### src/rtm_pkg.sv
// Constants and types shared by the interrupt masking timer block
package rtm_pkg;
	// Register byte offsets
	localparam logic [3:0] RTM_CTRL_OFS = 4'h0;
	localparam logic [3:0] RTM_STAT_OFS = 4'h4;
	localparam logic [3:0] RTM_MASK_OFS = 4'h8;
	localparam logic [3:0] RTM_COUNT_OFS = 4'hC;
	// Control field positions
	localparam int RTM_HP_SKIP_BIT = 12;
	localparam int RTM_SCALE_BIT = 11;
	localparam int RTM_SIZE_LSB = 9;
	localparam int RTM_SHORT_SKIP_BIT = 8;
	localparam int RTM_RSVD_BIT = 7;
	localparam int RTM_MODE_LSB = 5;
	localparam int RTM_PERIOD_LSB = 0;
	localparam int RTM_PERIOD_W = 5;
	localparam logic [31:0] RTM_CTRL_RESET = 32'h0000_0000;
	localparam logic [31:0] RTM_CTRL_WR_MASK = 32'h0000_1F7F;
	// Status and mask bit positions
	localparam int RTM_ST_RX = 0;
	localparam int RTM_ST_TX = 1;
	localparam int RTM_ST_ERR = 2;
	localparam int RTM_ST_W = 3;
	localparam logic [2:0] RTM_STAT_RESET = 3'h0;
	localparam logic [2:0] RTM_MASK_RESET = 3'h0;
	// Tick derivation and masking timer
	localparam int RTM_TICK_DIV_SCALED = 20;
	localparam int RTM_TICK_DIV_PLAIN = 2;
	localparam int RTM_PERIOD_MULT = 128;
	localparam int RTM_TIMER_W = 12;
	localparam logic [15:0] RTM_SHORT_LIMIT [4] = '{16'h0040, 16'h0080, 16'h0100, 16'h0200};
	typedef enum logic [1:0] {
		RTM_MODE_OFF,
		RTM_MODE_ONCE,
		RTM_MODE_ON_CLEAR,
		RTM_MODE_ON_EVENT
	} rtm_mode_type;
endpackage

### src/rtm_irq_mask.sv
// Interrupt moderation: register slave, status, masking timer and line gating
//
// What this block does
// - High priority frame skips masking when enabled
// - Tick is line clock over 20 or 2
// - Size code selects 64/128/256/512 byte limit
// - Short frame skips active masking when enabled
// - Skip off: receive held while masking
// - Mode 00 never loads the timer
// - Mode write loads period times 128
// - Timer drops by one per tick
// - Nonzero timer holds transmit and receive line
// - Mode 10 reloads after both cleared
// - Mode 11 reloads on first new interrupt
// - Reserved bit 7 reads zero
// - Load is period times 128, zero none
// - Error interrupts never held back
//
// The address map and the Avalon-MM register port were decided locally.
`timescale 1ns/10ps
`default_nettype none
module rtm_irq_mask
	import rtm_pkg::*;
(
	input wire logic clk_sys,
	input wire logic srst,
	input wire logic [3:0] avs_address,
	input wire logic avs_read,
	input wire logic avs_write,
	input wire logic [31:0] avs_writedata,
	input wire logic [3:0] avs_byteenable,
	output logic [31:0] avs_readdata,
	output logic avs_waitrequest,
	input wire logic transmit_line_clock,
	input wire logic receive_done_irq,
	input wire logic [15:0] rx_frame_len,
	input wire logic rx_high_prio,
	input wire logic transmit_done_irq,
	input wire logic error_irq,
	output logic irq,
	output logic pci_irq_line_n
);
	logic [31:0] ctrl_q, ctrl_d;
	logic [2:0] stat_q, stat_d;
	logic [2:0] mask_q, mask_d;
	logic rx_skip_q, rx_skip_d;
	logic [RTM_TIMER_W-1:0] count_q;
	logic tick;

	// Bus decode: a write is taken at the edge where waitrequest is low, read data is captured while it is still high
	wire logic req = avs_read | avs_write;
	wire logic wr_acc = avs_write & ~avs_waitrequest;
	wire logic rd_cap = avs_read & avs_waitrequest;
	wire logic sel_ctrl = (avs_address == RTM_CTRL_OFS);
	wire logic sel_stat = (avs_address == RTM_STAT_OFS);
	wire logic sel_mask = (avs_address == RTM_MASK_OFS);
	wire logic sel_count = (avs_address == RTM_COUNT_OFS);
	wire logic [31:0] lane_mask = {{8{avs_byteenable[3]}}, {8{avs_byteenable[2]}},
		{8{avs_byteenable[1]}}, {8{avs_byteenable[0]}}};
	wire logic [31:0] wmask = lane_mask & RTM_CTRL_WR_MASK;
	wire logic wr_ctrl = wr_acc & sel_ctrl;
	wire logic wr_stat = wr_acc & sel_stat;
	wire logic wr_mask = wr_acc & sel_mask;

	// Control fields
	wire logic hp_skip = ctrl_q[RTM_HP_SKIP_BIT];
	wire logic tick_scale_by_ten = ctrl_q[RTM_SCALE_BIT];
	wire logic [1:0] short_frame_size_select = ctrl_q[RTM_SIZE_LSB +: 2];
	wire logic short_frame_skip = ctrl_q[RTM_SHORT_SKIP_BIT];
	wire rtm_mode_type masking_mode_field = rtm_mode_type'(ctrl_q[RTM_MODE_LSB +: 2]);
	wire logic [RTM_PERIOD_W-1:0] masking_period_field = ctrl_q[RTM_PERIOD_LSB +: RTM_PERIOD_W];
	wire logic [RTM_TIMER_W-1:0] load_value =
		RTM_TIMER_W'(masking_period_field) * RTM_TIMER_W'(RTM_PERIOD_MULT);
	wire logic timer_active = (count_q != '0);

	// Short frame classification
	wire logic is_short = (rx_frame_len <= RTM_SHORT_LIMIT[short_frame_size_select]);

	// Status: a new event wins over a same-cycle clear
	wire logic [2:0] clr = wr_stat ? (avs_writedata[2:0] & lane_mask[2:0]) : 3'h0;
	wire logic [2:0] set_ev = {error_irq, transmit_done_irq, receive_done_irq};
	wire logic [1:0] done_now = stat_q[RTM_ST_TX:RTM_ST_RX];
	wire logic [1:0] done_next = stat_d[RTM_ST_TX:RTM_ST_RX];

	// Receive bypass marking, held until the receive status is cleared
	wire logic hp_hit = receive_done_irq & rx_high_prio & hp_skip;
	wire logic short_hit = receive_done_irq & is_short & short_frame_skip & timer_active;

	// Timer load sources
	wire logic mode_write = wr_ctrl & avs_byteenable[0] &
		(avs_writedata[RTM_MODE_LSB +: 2] != 2'b00);
	wire logic [RTM_PERIOD_W-1:0] new_period = ctrl_d[RTM_PERIOD_LSB +: RTM_PERIOD_W];
	wire logic both_cleared = wr_stat & (done_now != 2'b00) & (done_next == 2'b00);
	wire logic auto_on_clear = (masking_mode_field == RTM_MODE_ON_CLEAR) & both_cleared;
	wire logic first_new = (done_now == 2'b00) & (done_next != 2'b00);
	wire logic auto_on_event = (masking_mode_field == RTM_MODE_ON_EVENT) & first_new;
	wire logic timer_load = mode_write | auto_on_clear | auto_on_event;
	wire logic [RTM_TIMER_W-1:0] timer_value = mode_write ?
		RTM_TIMER_W'(new_period) * RTM_TIMER_W'(RTM_PERIOD_MULT) : load_value;

	// Line gating: masking acts only on the line, never on the status bits
	wire logic [2:0] pend = stat_q & mask_q;
	wire logic rx_pass = pend[RTM_ST_RX] & (~timer_active | rx_skip_q);
	wire logic tx_pass = pend[RTM_ST_TX] & ~timer_active;
	wire logic err_pass = pend[RTM_ST_ERR];
	wire logic irq_d = rx_pass | tx_pass | err_pass;

	// Read mux; bit 7 and unused bits are never stored, unmapped reads give zero
	wire logic [31:0] rd_mux = sel_ctrl ? (ctrl_q & RTM_CTRL_WR_MASK) :
		sel_stat ? {29'h0, stat_q} :
		sel_mask ? {29'h0, mask_q} :
		sel_count ? {20'h0, count_q} : 32'h0000_0000;

	always_comb
	begin
		ctrl_d = ctrl_q;
		if (wr_ctrl)
			ctrl_d = (ctrl_q & ~wmask) | (avs_writedata & wmask);
		mask_d = mask_q;
		if (wr_mask)
			mask_d = (mask_q & ~lane_mask[2:0]) | (avs_writedata[2:0] & lane_mask[2:0]);
		stat_d = (stat_q & ~clr) | set_ev;
		rx_skip_d = rx_skip_q;
		if (clr[RTM_ST_RX])
			rx_skip_d = 1'b0;
		if (hp_hit | short_hit)
			rx_skip_d = 1'b1;
	end

	rtm_tick_gen u_tick
	(
		.clk_sys(clk_sys),
		.srst(srst),
		.transmit_line_clock(transmit_line_clock),
		.tick_scale_by_ten(tick_scale_by_ten),
		.tick_q(tick)
	);

	rtm_mask_timer #(.W(RTM_TIMER_W)) u_timer
	(
		.clk_sys(clk_sys),
		.srst(srst),
		.load(timer_load),
		.load_value(timer_value),
		.tick(tick),
		.count_q(count_q)
	);

	always_ff @(posedge clk_sys)
	begin
		if (srst)
		begin
			ctrl_q <= RTM_CTRL_RESET;
			stat_q <= RTM_STAT_RESET;
			mask_q <= RTM_MASK_RESET;
			rx_skip_q <= 1'b0;
			avs_waitrequest <= 1'b1;
			avs_readdata <= 32'h0000_0000;
			irq <= 1'b0;
			pci_irq_line_n <= 1'b1;
		end
		else
		begin
			ctrl_q <= ctrl_d;
			stat_q <= stat_d;
			mask_q <= mask_d;
			rx_skip_q <= rx_skip_d;
			avs_waitrequest <= ~(req & avs_waitrequest);
			if (rd_cap)
				avs_readdata <= rd_mux;
			irq <= irq_d;
			pci_irq_line_n <= ~irq_d;
		end
	end
endmodule
`default_nettype wire

### src/rtm_mask_timer.sv
// Down-counting interrupt masking timer
`timescale 1ns/10ps
`default_nettype none
module rtm_mask_timer
	import rtm_pkg::*;
#(
	parameter int W = RTM_TIMER_W
)
(
	input wire logic clk_sys,
	input wire logic srst,
	input wire logic load,
	input wire logic [W-1:0] load_value,
	input wire logic tick,
	output logic [W-1:0] count_q
);
	generate
		if (W < 12)
		begin : g_bad_w
			$error("rtm_mask_timer: width too small for the load value");
		end
	endgenerate

	logic [W-1:0] count_d;

	always_comb
	begin
		count_d = count_q;
		if (load)
			count_d = load_value;
		else if (tick && count_q != '0)
			count_d = count_q - W'(1);
	end

	always_ff @(posedge clk_sys)
	begin
		if (srst)
			count_q <= '0;
		else
			count_q <= count_d;
	end
endmodule
`default_nettype wire

### src/rtm_tick_gen.sv
// Tick pulse derived from the transmit line clock pin
`timescale 1ns/10ps
`default_nettype none
module rtm_tick_gen
	import rtm_pkg::*;
#(
	parameter int DIV_SCALED = RTM_TICK_DIV_SCALED,
	parameter int DIV_PLAIN = RTM_TICK_DIV_PLAIN
)
(
	input wire logic clk_sys,
	input wire logic srst,
	input wire logic transmit_line_clock,
	input wire logic tick_scale_by_ten,
	output logic tick_q
);
	generate
		if (DIV_SCALED < 1 || DIV_SCALED > 32 || DIV_PLAIN < 1 || DIV_PLAIN > 32)
		begin : g_bad_div
			$error("rtm_tick_gen: divide ratios must be 1 to 32");
		end
	endgenerate

	logic sync1_q, sync2_q, sync3_q, level_q;
	logic [4:0] cnt_q, cnt_d;
	wire logic stable = (sync2_q == sync3_q);
	wire logic rise = stable & sync2_q & ~level_q;
	// Line clock must stay at or below a quarter of clk_sys, each level seen on two samples, for edges to be seen
	wire logic [4:0] limit = tick_scale_by_ten ? 5'(DIV_SCALED - 1) : 5'(DIV_PLAIN - 1);
	// Scale change may leave the count past the new limit, so compare with >=
	wire logic wrap = rise & (cnt_q >= limit);

	always_comb
	begin
		cnt_d = cnt_q;
		if (wrap)
			cnt_d = 5'h0;
		else if (rise)
			cnt_d = cnt_q + 5'h1;
	end

	always_ff @(posedge clk_sys)
	begin
		sync1_q <= transmit_line_clock;
		sync2_q <= sync1_q;
		sync3_q <= sync2_q;
		if (srst)
		begin
			level_q <= 1'b0;
			cnt_q <= 5'h0;
			tick_q <= 1'b0;
		end
		else
		begin
			if (stable)
				level_q <= sync2_q;
			cnt_q <= cnt_d;
			tick_q <= wrap;
		end
	end
endmodule
`default_nettype wire

### config.mk
export PLATFORM = sky130hd
export DESIGN_NAME = rtm_irq_mask
export DESIGN_NICKNAME = d
export VERILOG_FILES = /design/src/rtm_pkg.sv /design/src/rtm_irq_mask.sv /design/src/rtm_mask_timer.sv /design/src/rtm_tick_gen.sv
export SDC_FILE = /design/constraint.sdc
export NUM_CORES = 1
export LEC_CHECK = 0
export BUFFER_PORTS_ARGS = -buffer_cell sky130_fd_sc_hd__buf_2
export CORE_MARGIN = 8
export CORE_UTILIZATION = 44
export DETAILED_ROUTE_END_ITERATION = 10
export PLACE_DENSITY_LB_ADDON = 0.12
export SYNTH_ARGS = -nofsm -noshare
export SYNTH_HDL_FRONTEND = slang
export SYNTH_SLANG_ARGS = --single-unit
### constraint.sdc
create_clock -name clk_sys -period 3 [get_ports clk_sys]
set_clock_uncertainty 0.15 [all_clocks]
set_input_delay 0.6 -clock clk_sys [delete_from_list [all_inputs] [get_ports clk_sys]]
set_output_delay 0.6 -clock clk_sys [all_outputs]
set_load 0.02 [all_outputs]
==> results of run 1 <==
==> synth_stat cells, types with 4 or more instances <==
master | count | area [sq um]
sky130_fd_sc_hd__clkbuf_1 | 11 | 41.3
sky130_fd_sc_hd__nand4_1 | 6 | 37.5
sky130_fd_sc_hd__a211oi_1 | 7 | 52.6
sky130_fd_sc_hd__nand2_1 | 17 | 63.8
sky130_fd_sc_hd__nor2b_1 | 6 | 37.5
sky130_fd_sc_hd__a221oi_1 | 8 | 70.1
sky130_fd_sc_hd__buf_4 | 20 | 150
sky130_fd_sc_hd__dfxtp_1 | 57 | 1140
sky130_fd_sc_hd__nor2_1 | 54 | 203
sky130_fd_sc_hd__o21ai_0 | 4 | 20.0
sky130_fd_sc_hd__nor3_1 | 12 | 60.1
sky130_fd_sc_hd__ha_1 | 9 | 113
sky130_fd_sc_hd__nand2b_1 | 4 | 25.0
sky130_fd_sc_hd__mux2i_1 | 20 | 200
sky130_fd_sc_hd__inv_1 | 8 | 30.0
sky130_fd_sc_hd__a21oi_1 | 10 | 50.1
sky130_fd_sc_hd__xor2_1 | 7 | 61.3
sky130_fd_sc_hd__nor4_1 | 4 | 25.0
==> where the power goes <==
part / internal (W) / switching [W]
clock network: 0.000337 / 0.000279
logic: 0.0000579 / 0.000101
registers: 0.000775 / 0.0000140
total: 0.00117 / 0.000394
==> final cells by class <==
| class | instances | share of cell area, % |
|---|---|---|
| multi-input combinational | 231 | 46.6 |
| sequential | 57 | 34.8 |
| timing repair buffer | 62 | 9.78 |
| clock buffer | 14 | 4.97 |
| tap | 77 | 2.94 |
| inverter | 8 | 0.917 |
==> metal layers <==
metal	track usage [%]	share of wire (%)	up-vias
met3	4.68	9.2	13
met2	22.7	42	88
met1	21.2	47	1116
met4	6.15	1.7	0
li1	-	-	1197
met5	0	0	-
==> per-stage QoR <==
stage / setup WS [ps] / power, W / std cells
4_1_cts: 477 / 0.00158 / 449
3_5_place_dp: 122 / 0.000964 / 435
6_report: 451 / 0.00156 / 449
5_1_grt: 301 / 0.00164 / 449
2_1_floorplan: 400 / 0.000921 / 329
3_3_place_gp: 159 / 0.000961 / 435
==> logic make-up after synthesis <==
group / Yosys count
buffers and inverters: 41
other: 1
muxes: 23
adders and majority gates: 9
DFF: 57
AOI/OAI and AO/OA: 46
and+or+nand+nor: 125
xor gates and xnor gates: 9
==> how the worst max path moves through the flow <==
| stage | start | end | slack (ps) | cells after the start |
|---|---|---|---|---|
| after CTS | avs_address[1] | u_timer.count_q[1] | 480 | 6 |
| final | avs_address[1] | u_timer.count_q[10] | 450 | 6 |
| after global routing | avs_address[2] | u_timer.count_q[1] | 300 | 6 |
| after detailed placement | avs_address[2] | u_timer.count_q[1] | 120 | 6 |
| after floorplan | avs_address[2] | u_timer.count_q[10] | 400 | 6 |
| after global placement | avs_address[1] | u_timer.count_q[10] | 160 | 6 |
==> metrics.txt, run 1 <==
Multi-input gate area=1530 sq um; multiplexer fraction of the synthesized cell area=9.46%; total vias in the final route=2414; maximum level of the CTS H-tree=3; total negative setup slack=0 ps; later-pin clock latency in the skew report=330 ps; number of antenna violations at the first check in global routing=0; Sequential cell area=1140 sq um; CTS Buf Count=9; top library cells by usage in the layout, fill and taps aside=sky130_fd_sc_hd__buf_2 (58), sky130_fd_sc_hd__dfxtp_1 (57), sky130_fd_sc_hd__nor2_1 (54); synthesized area=2830 sq um; first drt pass iteration count=5; Yosys warning total=0; number of buffers between clock root and the deepest sink=2; number of nets in the final layout=443; Crit path buffers/inverters=1; sink of the worst hold path=u_tick.sync2_q; Detail Route Antenna Nets=0; core area=6280 sq um; category of the most critical setup path=in2reg; post-layout min period=2550 ps; hold crit path type=reg2reg; clock transition time at the flip-flop clock pins of the worst setup and hold paths=60 ps; delay of the slowest cell on the worst path=570 ps; largest net degree at the start of global routing=38; XOR/XNOR Fraction of Synth Area=2.79%; Final Setup Violations=0; average detailed-routed wire length per instance=15.6 um; ratio of cells with drive above 1 in the final layout=22.6%; kind of end point of the critical path=register; std cell rows=29; number of fill cells=653; share of the clock period used by the worst path=85.0%; Inserted Diodes=0; mean instance size in the synthesized netlist=9.10 sq um; CTS Root Buffer Type=sky130_fd_sc_hd__clkbuf_8; die height=96.2 um; worst hold start=u_tick.sync1_q; total global-route track usage=15.7%; unique cell type count in the Yosys netlist=51; First DRT Iteration DRCs=141; critical register-to-register path endpoint=u_timer.count_q[3]; area of placed instances=3110 sq um; number of remaining DRC errors=0; beginning of the worst register-to-register path=u_timer.count_q[0]; sequential cell area fraction in the yosys report=40.3%; summed area of non-filler cells in the final layout=3280 sq um; Starting Density=45.1%; worst voltage drop across the vdd grid=0.307 mV; Leak Pwr=1.39 nW; Post-CTS Setup Bufs=0; die width=96.2 um; Least-Margin Pin Slew=810 ps; number of resized instances in the post-cts repair step=0; Max stage delay cell, worst path=sky130_fd_sc_hd__or4b_4; total half-perimeter wirelength after legalization and detailed placement=5340 um; global-route wire length before repair=11000 um; Max Freq=0.392 GHz; arithmetic-cell share of the synthesized area counting full adders, half adders and majority gates=3.98%; cell depth of the worst flop-to-flop path=8; count of flip-flops with a built-in enable after synthesis=0; total gr overflow=0; CTS Sinks=57; Hold Worst Slack=177 ps; number of ports placed on the die boundary=100; final weighted congestion of routability-driven global placement=0.795; outcome=finished clean; RSZ-0062 raised after global routing=false; simple-gate share of the synthesized area=23.5%; cts-stage hold buffer count=0; number of max-capacitance violations reported=0; power density of the placed cells=477 nW/um^2; share of the core filled with cells=52.2%; drt total wl=7010 um; floorplan die area=9250 sq um; Final Hold Violating Endpoints=0; data arrival at the endpoint of the critical path=2620 ps; commonest non-fill, non-tap cell in the layout=sky130_fd_sc_hd__buf_2; setup slack of the most critical reg-to-reg path=550 ps; top flip-flop cell by instance count after synthesis=sky130_fd_sc_hd__dfxtp_1; critical path startpoint category=primary input; share of the synthesized area in compound gates (AO/OA/AOI/OAI)=11.7%; number of max-slew violations in the final report=0; number of global-route vias before repair=2216; flops & latches, synth=57; Crit path required time=3070 ps; largest fanout of any net on the critical path=10; top cell family by delay on the critical path=compound AO/OA/AOI/OAI gates; synthesized netlist cell count=311; series of cell instances along the critical path=buf_2, or4b_4, o32ai_1, a2111o_1, nand3_2, o311a_1; count of buffers inserted at the top-level ports=58; drt via density=5.38; proportion of register bits with asynchronous set or reset after synthesis=0%; combinational family with the most area after synthesis=simple AND/OR/NAND/NOR gates; max-slew headroom at the worst pin=45.6%; synth-to-layout area growth=15.8%; CTS tree=built; Cells on Worst Hold Path=0
No activity file was read; power rests on OpenSTA's default activity.
==> inputs of run 2 (changes only) <==
==> constraint.sdc (replaced) <==
create_clock -name clk_sys -period 2.2 [get_ports clk_sys]
set_clock_uncertainty 0.15 [all_clocks]
set_input_delay 0.44 -clock clk_sys [delete_from_list [all_inputs] [get_ports clk_sys]]
set_output_delay 0.44 -clock clk_sys [all_outputs]
set_load 0.02 [all_outputs]
==> metrics.txt, run 2 (synthesized netlist as in run 1, its figures left out) <==
final weighted congestion of routability-driven global placement=0.810 (+1.9%); Sequential cell area=1140 sq um (+0.11%); total power=0.00229 W (+46%); series of cell instances along the critical path=or4_4, nand4bb_4, or4b_4, nor3_4, a211oi_2, a211oi_2; area of placed instances=3330 sq um (+7.0%); ratio of cells with drive above 1 in the final layout=29.6% (+7.1 points); average detailed-routed wire length per instance=15.7 um (+0.34%); drt via density=5.21 (-3.0%); number of ports placed on the die boundary=100 (unchanged); Least-Margin Pin Slew=563 ps (-247 ps); CTS Root Buffer Type=sky130_fd_sc_hd__clkbuf_8; Final Setup Violations=1 (+1); total half-perimeter wirelength after legalization and detailed placement=5740 um (+7.6%); total negative setup slack=-14.3 ps (-14.3 ps); largest fanout of any net on the critical path=2 (-8); share of the clock period used by the worst path=101%; delay of the slowest cell on the worst path=530 ps (-40 ps); drt total wl=7440 um (+6.1%); number of max-slew violations in the final report=0 (unchanged); number of antenna violations at the first check in global routing=0 (unchanged); commonest non-fill, non-tap cell in the layout=sky130_fd_sc_hd__buf_2; worst path setup slack after routing=-14.3 ps (-465 ps); number of standard cells in the final layout excluding fillers=475 (+5.8%); std cell rows=29 (unchanged); number of buffers between clock root and the deepest sink=2 (unchanged); cell repeated most along the worst path=sky130_fd_sc_hd__a211oi_2; core area=6280 sq um (unchanged); Post-Place Cells=459 (+5.5%); kind of end point of the critical path=register; floorplan die area=9250 sq um (unchanged); number of global-route vias before repair=2383 (+7.5%); total gr overflow=0 (unchanged); outcome=finished with violations; largest net degree at the start of global routing=38 (unchanged); total global-route track usage=16.8% (+1.1 points); global-route wire length before repair=11800 um (+7.0%); later-pin clock latency in the skew report=340 ps (about the same); number of max-capacitance violations reported=0 (unchanged); Detail Route Antenna Nets=0 (unchanged); maximum level of the CTS H-tree=3 (unchanged); clock transition time at the flip-flop clock pins of the worst setup and hold paths=70 ps (about the same); first drt pass iteration count=4 (-1); Multi-input gate area=1580 sq um (+3.9%); Crit path required time=2320 ps (-750 ps); summed area of non-filler cells in the final layout=3550 sq um (+8.3%); category of the most critical setup path=reg2reg; number of fill cells=606 (-7.2%); number of remaining DRC errors=0 (unchanged); First DRT Iteration DRCs=94 (-33%); Max stage delay cell, worst path=sky130_fd_sc_hd__or4_4; Final Hold Violating Endpoints=0 (unchanged); post-layout min period=2210 ps; top library cells by usage in the layout, fill and taps aside=sky130_fd_sc_hd__buf_2 (58), sky130_fd_sc_hd__dfxtp_1 (56), sky130_fd_sc_hd__nor2_1 (54); synth-to-layout area growth=25.4%; RSZ-0062 raised after global routing=true; hold crit path type=in2reg; worst voltage drop across the vdd grid=0.309 mV (+0.56%); Leak Pwr=1.55 nW (+11%); CTS Sinks=57 (unchanged); Post-CTS Setup Bufs=0 (unchanged); power density of the placed cells=645 nW/um^2 (+35%); CTS tree=built; die width=96.2 um (unchanged); total vias in the final route=2477 (+2.6%); number of nets in the final layout=467 (+5.4%); data arrival at the endpoint of the critical path=2330 ps (-290 ps); violations in the final reports=setup timing; Max Freq=0.452 GHz; cts-stage hold buffer count=0 (unchanged); critical path startpoint category=register; Starting Density=45.1% (unchanged); die height=96.2 um (unchanged); Inserted Diodes=0 (unchanged); count of buffers inserted at the top-level ports=58 (unchanged); CTS Buf Count=9 (unchanged); max-slew headroom at the worst pin=62.4% (+17 points)
## run 2: cell types whose count changed in the layout (fill, tap and decap cells not counted), moves of 2 or more
cell / previous run / this run
sky130_fd_sc_hd__a211oi_1: 7 / 5
sky130_fd_sc_hd__a211oi_2: 0 / 2
sky130_fd_sc_hd__buf_4: 4 / 28
sky130_fd_sc_hd__clkbuf_1: 3 / 0
sky130_fd_sc_hd__clkinv_2: 0 / 4
## run 2: area by class of cell
cell class,count,area share [%]
inverter,8,0.846
sequential,57,32.2
clock inverter,6,1.62
tap,77,2.72
multi-input combinational,231,44.6
clock buffer,10,3.88
timing repair buffer,86,14.1
## run 2: per-stage QoR
stage | utilization [%] | hold slack (ps) | worst slack (ps)
floorplan | - | 160 | -80.1
global placement | 53.1 | 160 | -208
detailed placement | 53.1 | 165 | -230
CTS | 56.3 | 36.6 | -11.9
global route | 56.5 | 33.2 | -63.6
finish | 56.5 | 46.3 | -14.3
## run 2: final timing paths
path | start | end | slack, ps | depth (start not counted)
min reg2reg | u_tick.sync1_q | u_tick.sync2_q | 180 | 0
max | u_timer.count_q[5] | u_timer.count_q[11] | -10 | 6
min | transmit_line_clock | u_tick.sync1_q | 50 | 1
max reg2reg | u_timer.count_q[5] | u_timer.count_q[11] | -10 | 6
## run 2: what timing repair did
item / CTS / global route
pin swaps: 0 / 3
resized for setup: 1 / 6
setup endpoints to repair: 1 / 12
cloned: 0 / 0
## run 2: per-layer routing
layer	vias to the layer above	share of wire [%]	track usage, %
met2	67	44	26.6
met3	11	8.6	3.90
met1	1158	46	20.6
met4	0	2.1	8.83
li1	1241	-	-
met5	-	0	0
## run 2: worst max-delay path: cells and delay by family, from the launching register on
| kind | cells | cell delay [ps] |
|---|---|---|
| compound gates | 2 | 250 |
| flops | 1 | 320 |
| simple gates | 4 | 1420 |
## run 2: where the power goes
part / switching, W / internal, W / leakage (nW)
sequential: 0.0000185 / 0.00106 / 0.464
combinational: 0.000146 / 0.0000948 / 0.980
clock: 0.000427 / 0.000545 / 0.102
==> inputs of run 3 (changes only) <==
--- a/config.mk
+++ b/config.mk
@@ -6,8 +6,8 @@
 export NUM_CORES = 1
 export LEC_CHECK = 0
 export BUFFER_PORTS_ARGS = -buffer_cell sky130_fd_sc_hd__buf_2
-export CORE_MARGIN = 8
-export CORE_UTILIZATION = 44
+export CORE_MARGIN = 1
+export CORE_UTILIZATION = 40
 export DETAILED_ROUTE_END_ITERATION = 10
 export PLACE_DENSITY_LB_ADDON = 0.12
 export SYNTH_ARGS = -nofsm -noshare
==> metrics.txt, run 3 (synthesized netlist as in run 1, its figures left out) <==
outcome=finished clean; share of the core filled with cells=53.5% (-3.0 points); std cell rows=30 (+3.4%); Final Hold Violating Endpoints=0 (unchanged); total global-route track usage=20.1% (+3.3 points); CTS Root Buffer Type=sky130_fd_sc_hd__clkbuf_8; Post-Place Cells=478 (+4.1%); delay of the slowest cell on the worst path=530 ps (about the same); cts-stage hold buffer count=0 (unchanged); switching portion of total power=25.5% (-0.36 points); core area=6790 sq um (+8.2%); later-pin clock latency in the skew report=340 ps (about the same); Least-Margin Pin Slew=521 ps (-41.8 ps); switching power summed over all nets=0.000583 W (-1.5%); max-slew headroom at the worst pin=65.2% (+2.8 points); Crit path buffers/inverters=0 (unchanged); Internal=0.00170 W (+0.36%); global-route wire length before repair=11400 um (-3.3%); Hold Worst Slack=59.0 ps (+12.7 ps); placement-stage worst setup slack=-213 ps (+17.0 ps); worst voltage drop across the vdd grid=0.250 mV (-19%); drt total wl=6900 um (-7.2%); number of global-route vias before repair=2314 (-2.9%); share of the clock period used by the worst path=99.0% (-1.6 points); Final Setup Violations=0 (-1); Inserted Diodes=0 (unchanged); maximum level of the CTS H-tree=3 (unchanged); RSZ-0062 raised after global routing=true; data arrival at the endpoint of the critical path=2240 ps (-90 ps); average detailed-routed wire length per instance=13.8 um (-12%); category of the most critical setup path=reg2reg; met3 global-route usage=3.75% (-0.15 points); drt via density=4.94 (-5.3%); met2 track utilization from global routing=31.2% (+4.6 points); kind of end point of the critical path=register; die height=86.1 um (-10%); CTS Sinks=57 (unchanged); critical path startpoint category=register; die width=86.1 um (-10%); final weighted congestion of routability-driven global placement=0.777 (-4.1%); total power=0.00228 W (-0.12%); cell repeated most along the worst path=sky130_fd_sc_hd__a211oi_1; post-layout min period=2180 ps (-35.3 ps); number of buffers between clock root and the deepest sink=2 (unchanged); count of buffers inserted at the top-level ports=58 (unchanged); synth-to-layout area growth=28.4%; CTS tree=built; peak-usage layer in the global routing report=met2; number of max-slew violations in the final report=0 (unchanged); top library cells by usage in the layout, fill and taps aside=sky130_fd_sc_hd__buf_2 (58), sky130_fd_sc_hd__dfxtp_1 (55), sky130_fd_sc_hd__nor2_1 (53); number of max-capacitance violations reported=0 (unchanged); Clock power frac=42.5% (about the same); clock transition time at the flip-flop clock pins of the worst setup and hold paths=70 ps (about the same); ratio of cells with drive above 1 in the final layout=31.8% (+2.1 points); First DRT Iteration DRCs=105 (+12%); number of nets in the final layout=472 (+1.1%); number of fill cells=658 (+8.6%); Detail Route Antenna Nets=0 (unchanged); largest net degree at the start of global routing=38 (unchanged); hold crit path type=in2reg; first drt pass iteration count=4 (unchanged); Max Freq=0.459 GHz (+1.6%); number of standard cells in the final layout excluding fillers=499 (+5.1%); top cell family by delay on the critical path=simple AND/OR/NAND/NOR gates; total half-perimeter wirelength after legalization and detailed placement=5150 um (-10%); Crit path required time=2260 ps (-60 ps); floorplan die area=7410 sq um (-20%); Starting Density=41.6% (-3.4 points); number of ports placed on the die boundary=100 (unchanged); met1 Usage GRT=27.1% (+6.5 points); part of the power in combinational logic=10.5% (about the same); Leak Pwr=1.56 nW (+1.1%); total vias in the final route=2465 (-0.48%); Max stage delay cell, worst path=sky130_fd_sc_hd__or4_4; worst path setup slack after routing=21.0 ps (+35.3 ps); CTS Buf Count=9 (unchanged); Seq pwr share=47.0% (about the same); total gr overflow=0 (unchanged); series of cell instances along the critical path=or4_4, nand4bb_4, or4b_4, a211oi_1, a211oi_1; commonest non-fill, non-tap cell in the layout=sky130_fd_sc_hd__buf_2; number of antenna violations at the first check in global routing=0 (unchanged); number of remaining DRC errors=0 (unchanged); power density of the placed cells=629 nW/um^2 (-2.5%); largest fanout of any net on the critical path=2 (unchanged)
-- run 3: cell types whose count changed in the layout (fill, tap and decap cells not counted), moves of 2 or more --
| cell | before | now |
|---|---|---|
| sky130_fd_sc_hd__nor4_1 | 4 | 2 |
| sky130_fd_sc_hd__buf_4 | 28 | 33 |
| sky130_fd_sc_hd__clkinv_2 | 4 | 2 |
| sky130_fd_sc_hd__nor4_2 | 0 | 2 |
-- run 3: what timing repair did --
| item | CTS | global route |
|---|---|---|
| gates resized for setup | 0 | 12 |
| buffers inserted | 0 | 5 |
| endpoints found under the setup margin | 0 | 10 |
-- run 3: final cells by class --
type / count / area [sq um] / share of cell area, %
Timing Repair Buffer: 91 / 538 / 14.8
Clock buffer: 11 / 141 / 3.89
Clock inverter: 5 / 55.1 / 1.52
Inverter: 8 / 30.0 / 0.826
Tap cell: 96 / 120 / 3.31
Multi-Input combinational cell: 231 / 1610 / 44.2
Sequential cell: 57 / 1140 / 31.5
-- run 3: power groups by stage --
stage	combinational, W	clock, W	sequential [W]
after detailed placement	0.000236	0	0.00110
after global routing	0.000267	0.00104	0.00108
after floorplan	0.000150	0	0.00111
after CTS	0.000236	0.00100	0.00107
after global placement	0.000234	0	0.00110
final	0.000240	0.000971	0.00107
-- run 3: worst register-to-register path: stages, from the launching register on --
cell and delay, ps:
sky130_fd_sc_hd__dfxtp_2 320, sky130_fd_sc_hd__or4_4 530, sky130_fd_sc_hd__nand4bb_4 250, sky130_fd_sc_hd__or4b_4 510, sky130_fd_sc_hd__a211oi_1 240, sky130_fd_sc_hd__a211oi_1 60
-- run 3: final timing paths --
check | slack, ps | start | cells after the start | end
max | 20 | u_timer.count_q[5] | 5 | u_timer.count_q[11]
min | 60 | transmit_line_clock | 1 | u_tick.sync1_q
max reg2reg | 20 | u_timer.count_q[5] | 5 | u_timer.count_q[11]
min reg2reg | 180 | u_tick.sync1_q | 0 | u_tick.sync2_q
-- run 3: routing by layer --
| metal | part of all wire (%) | vias up | wire [um] |
|---|---|---|---|
| met1 | 50 | 1146 | 3440 |
| met4 | 1.8 | 0 | 126 |
| met2 | 45 | 56 | 3070 |
| li1 | - | 1253 | - |
| met5 | 0 | - | 0 |
| met3 | 3.8 | 10 | 263 |
-- run 3: per-stage QoR --
step / area, sq um / setup TNS (ps)
2_1_floorplan: 2940 / -115
3_3_place_gp: 3360 / -1820
3_5_place_dp: 3360 / -2290
4_1_cts: 3550 / 0
5_1_grt: 3630 / -204
6_report: 3630 / 0
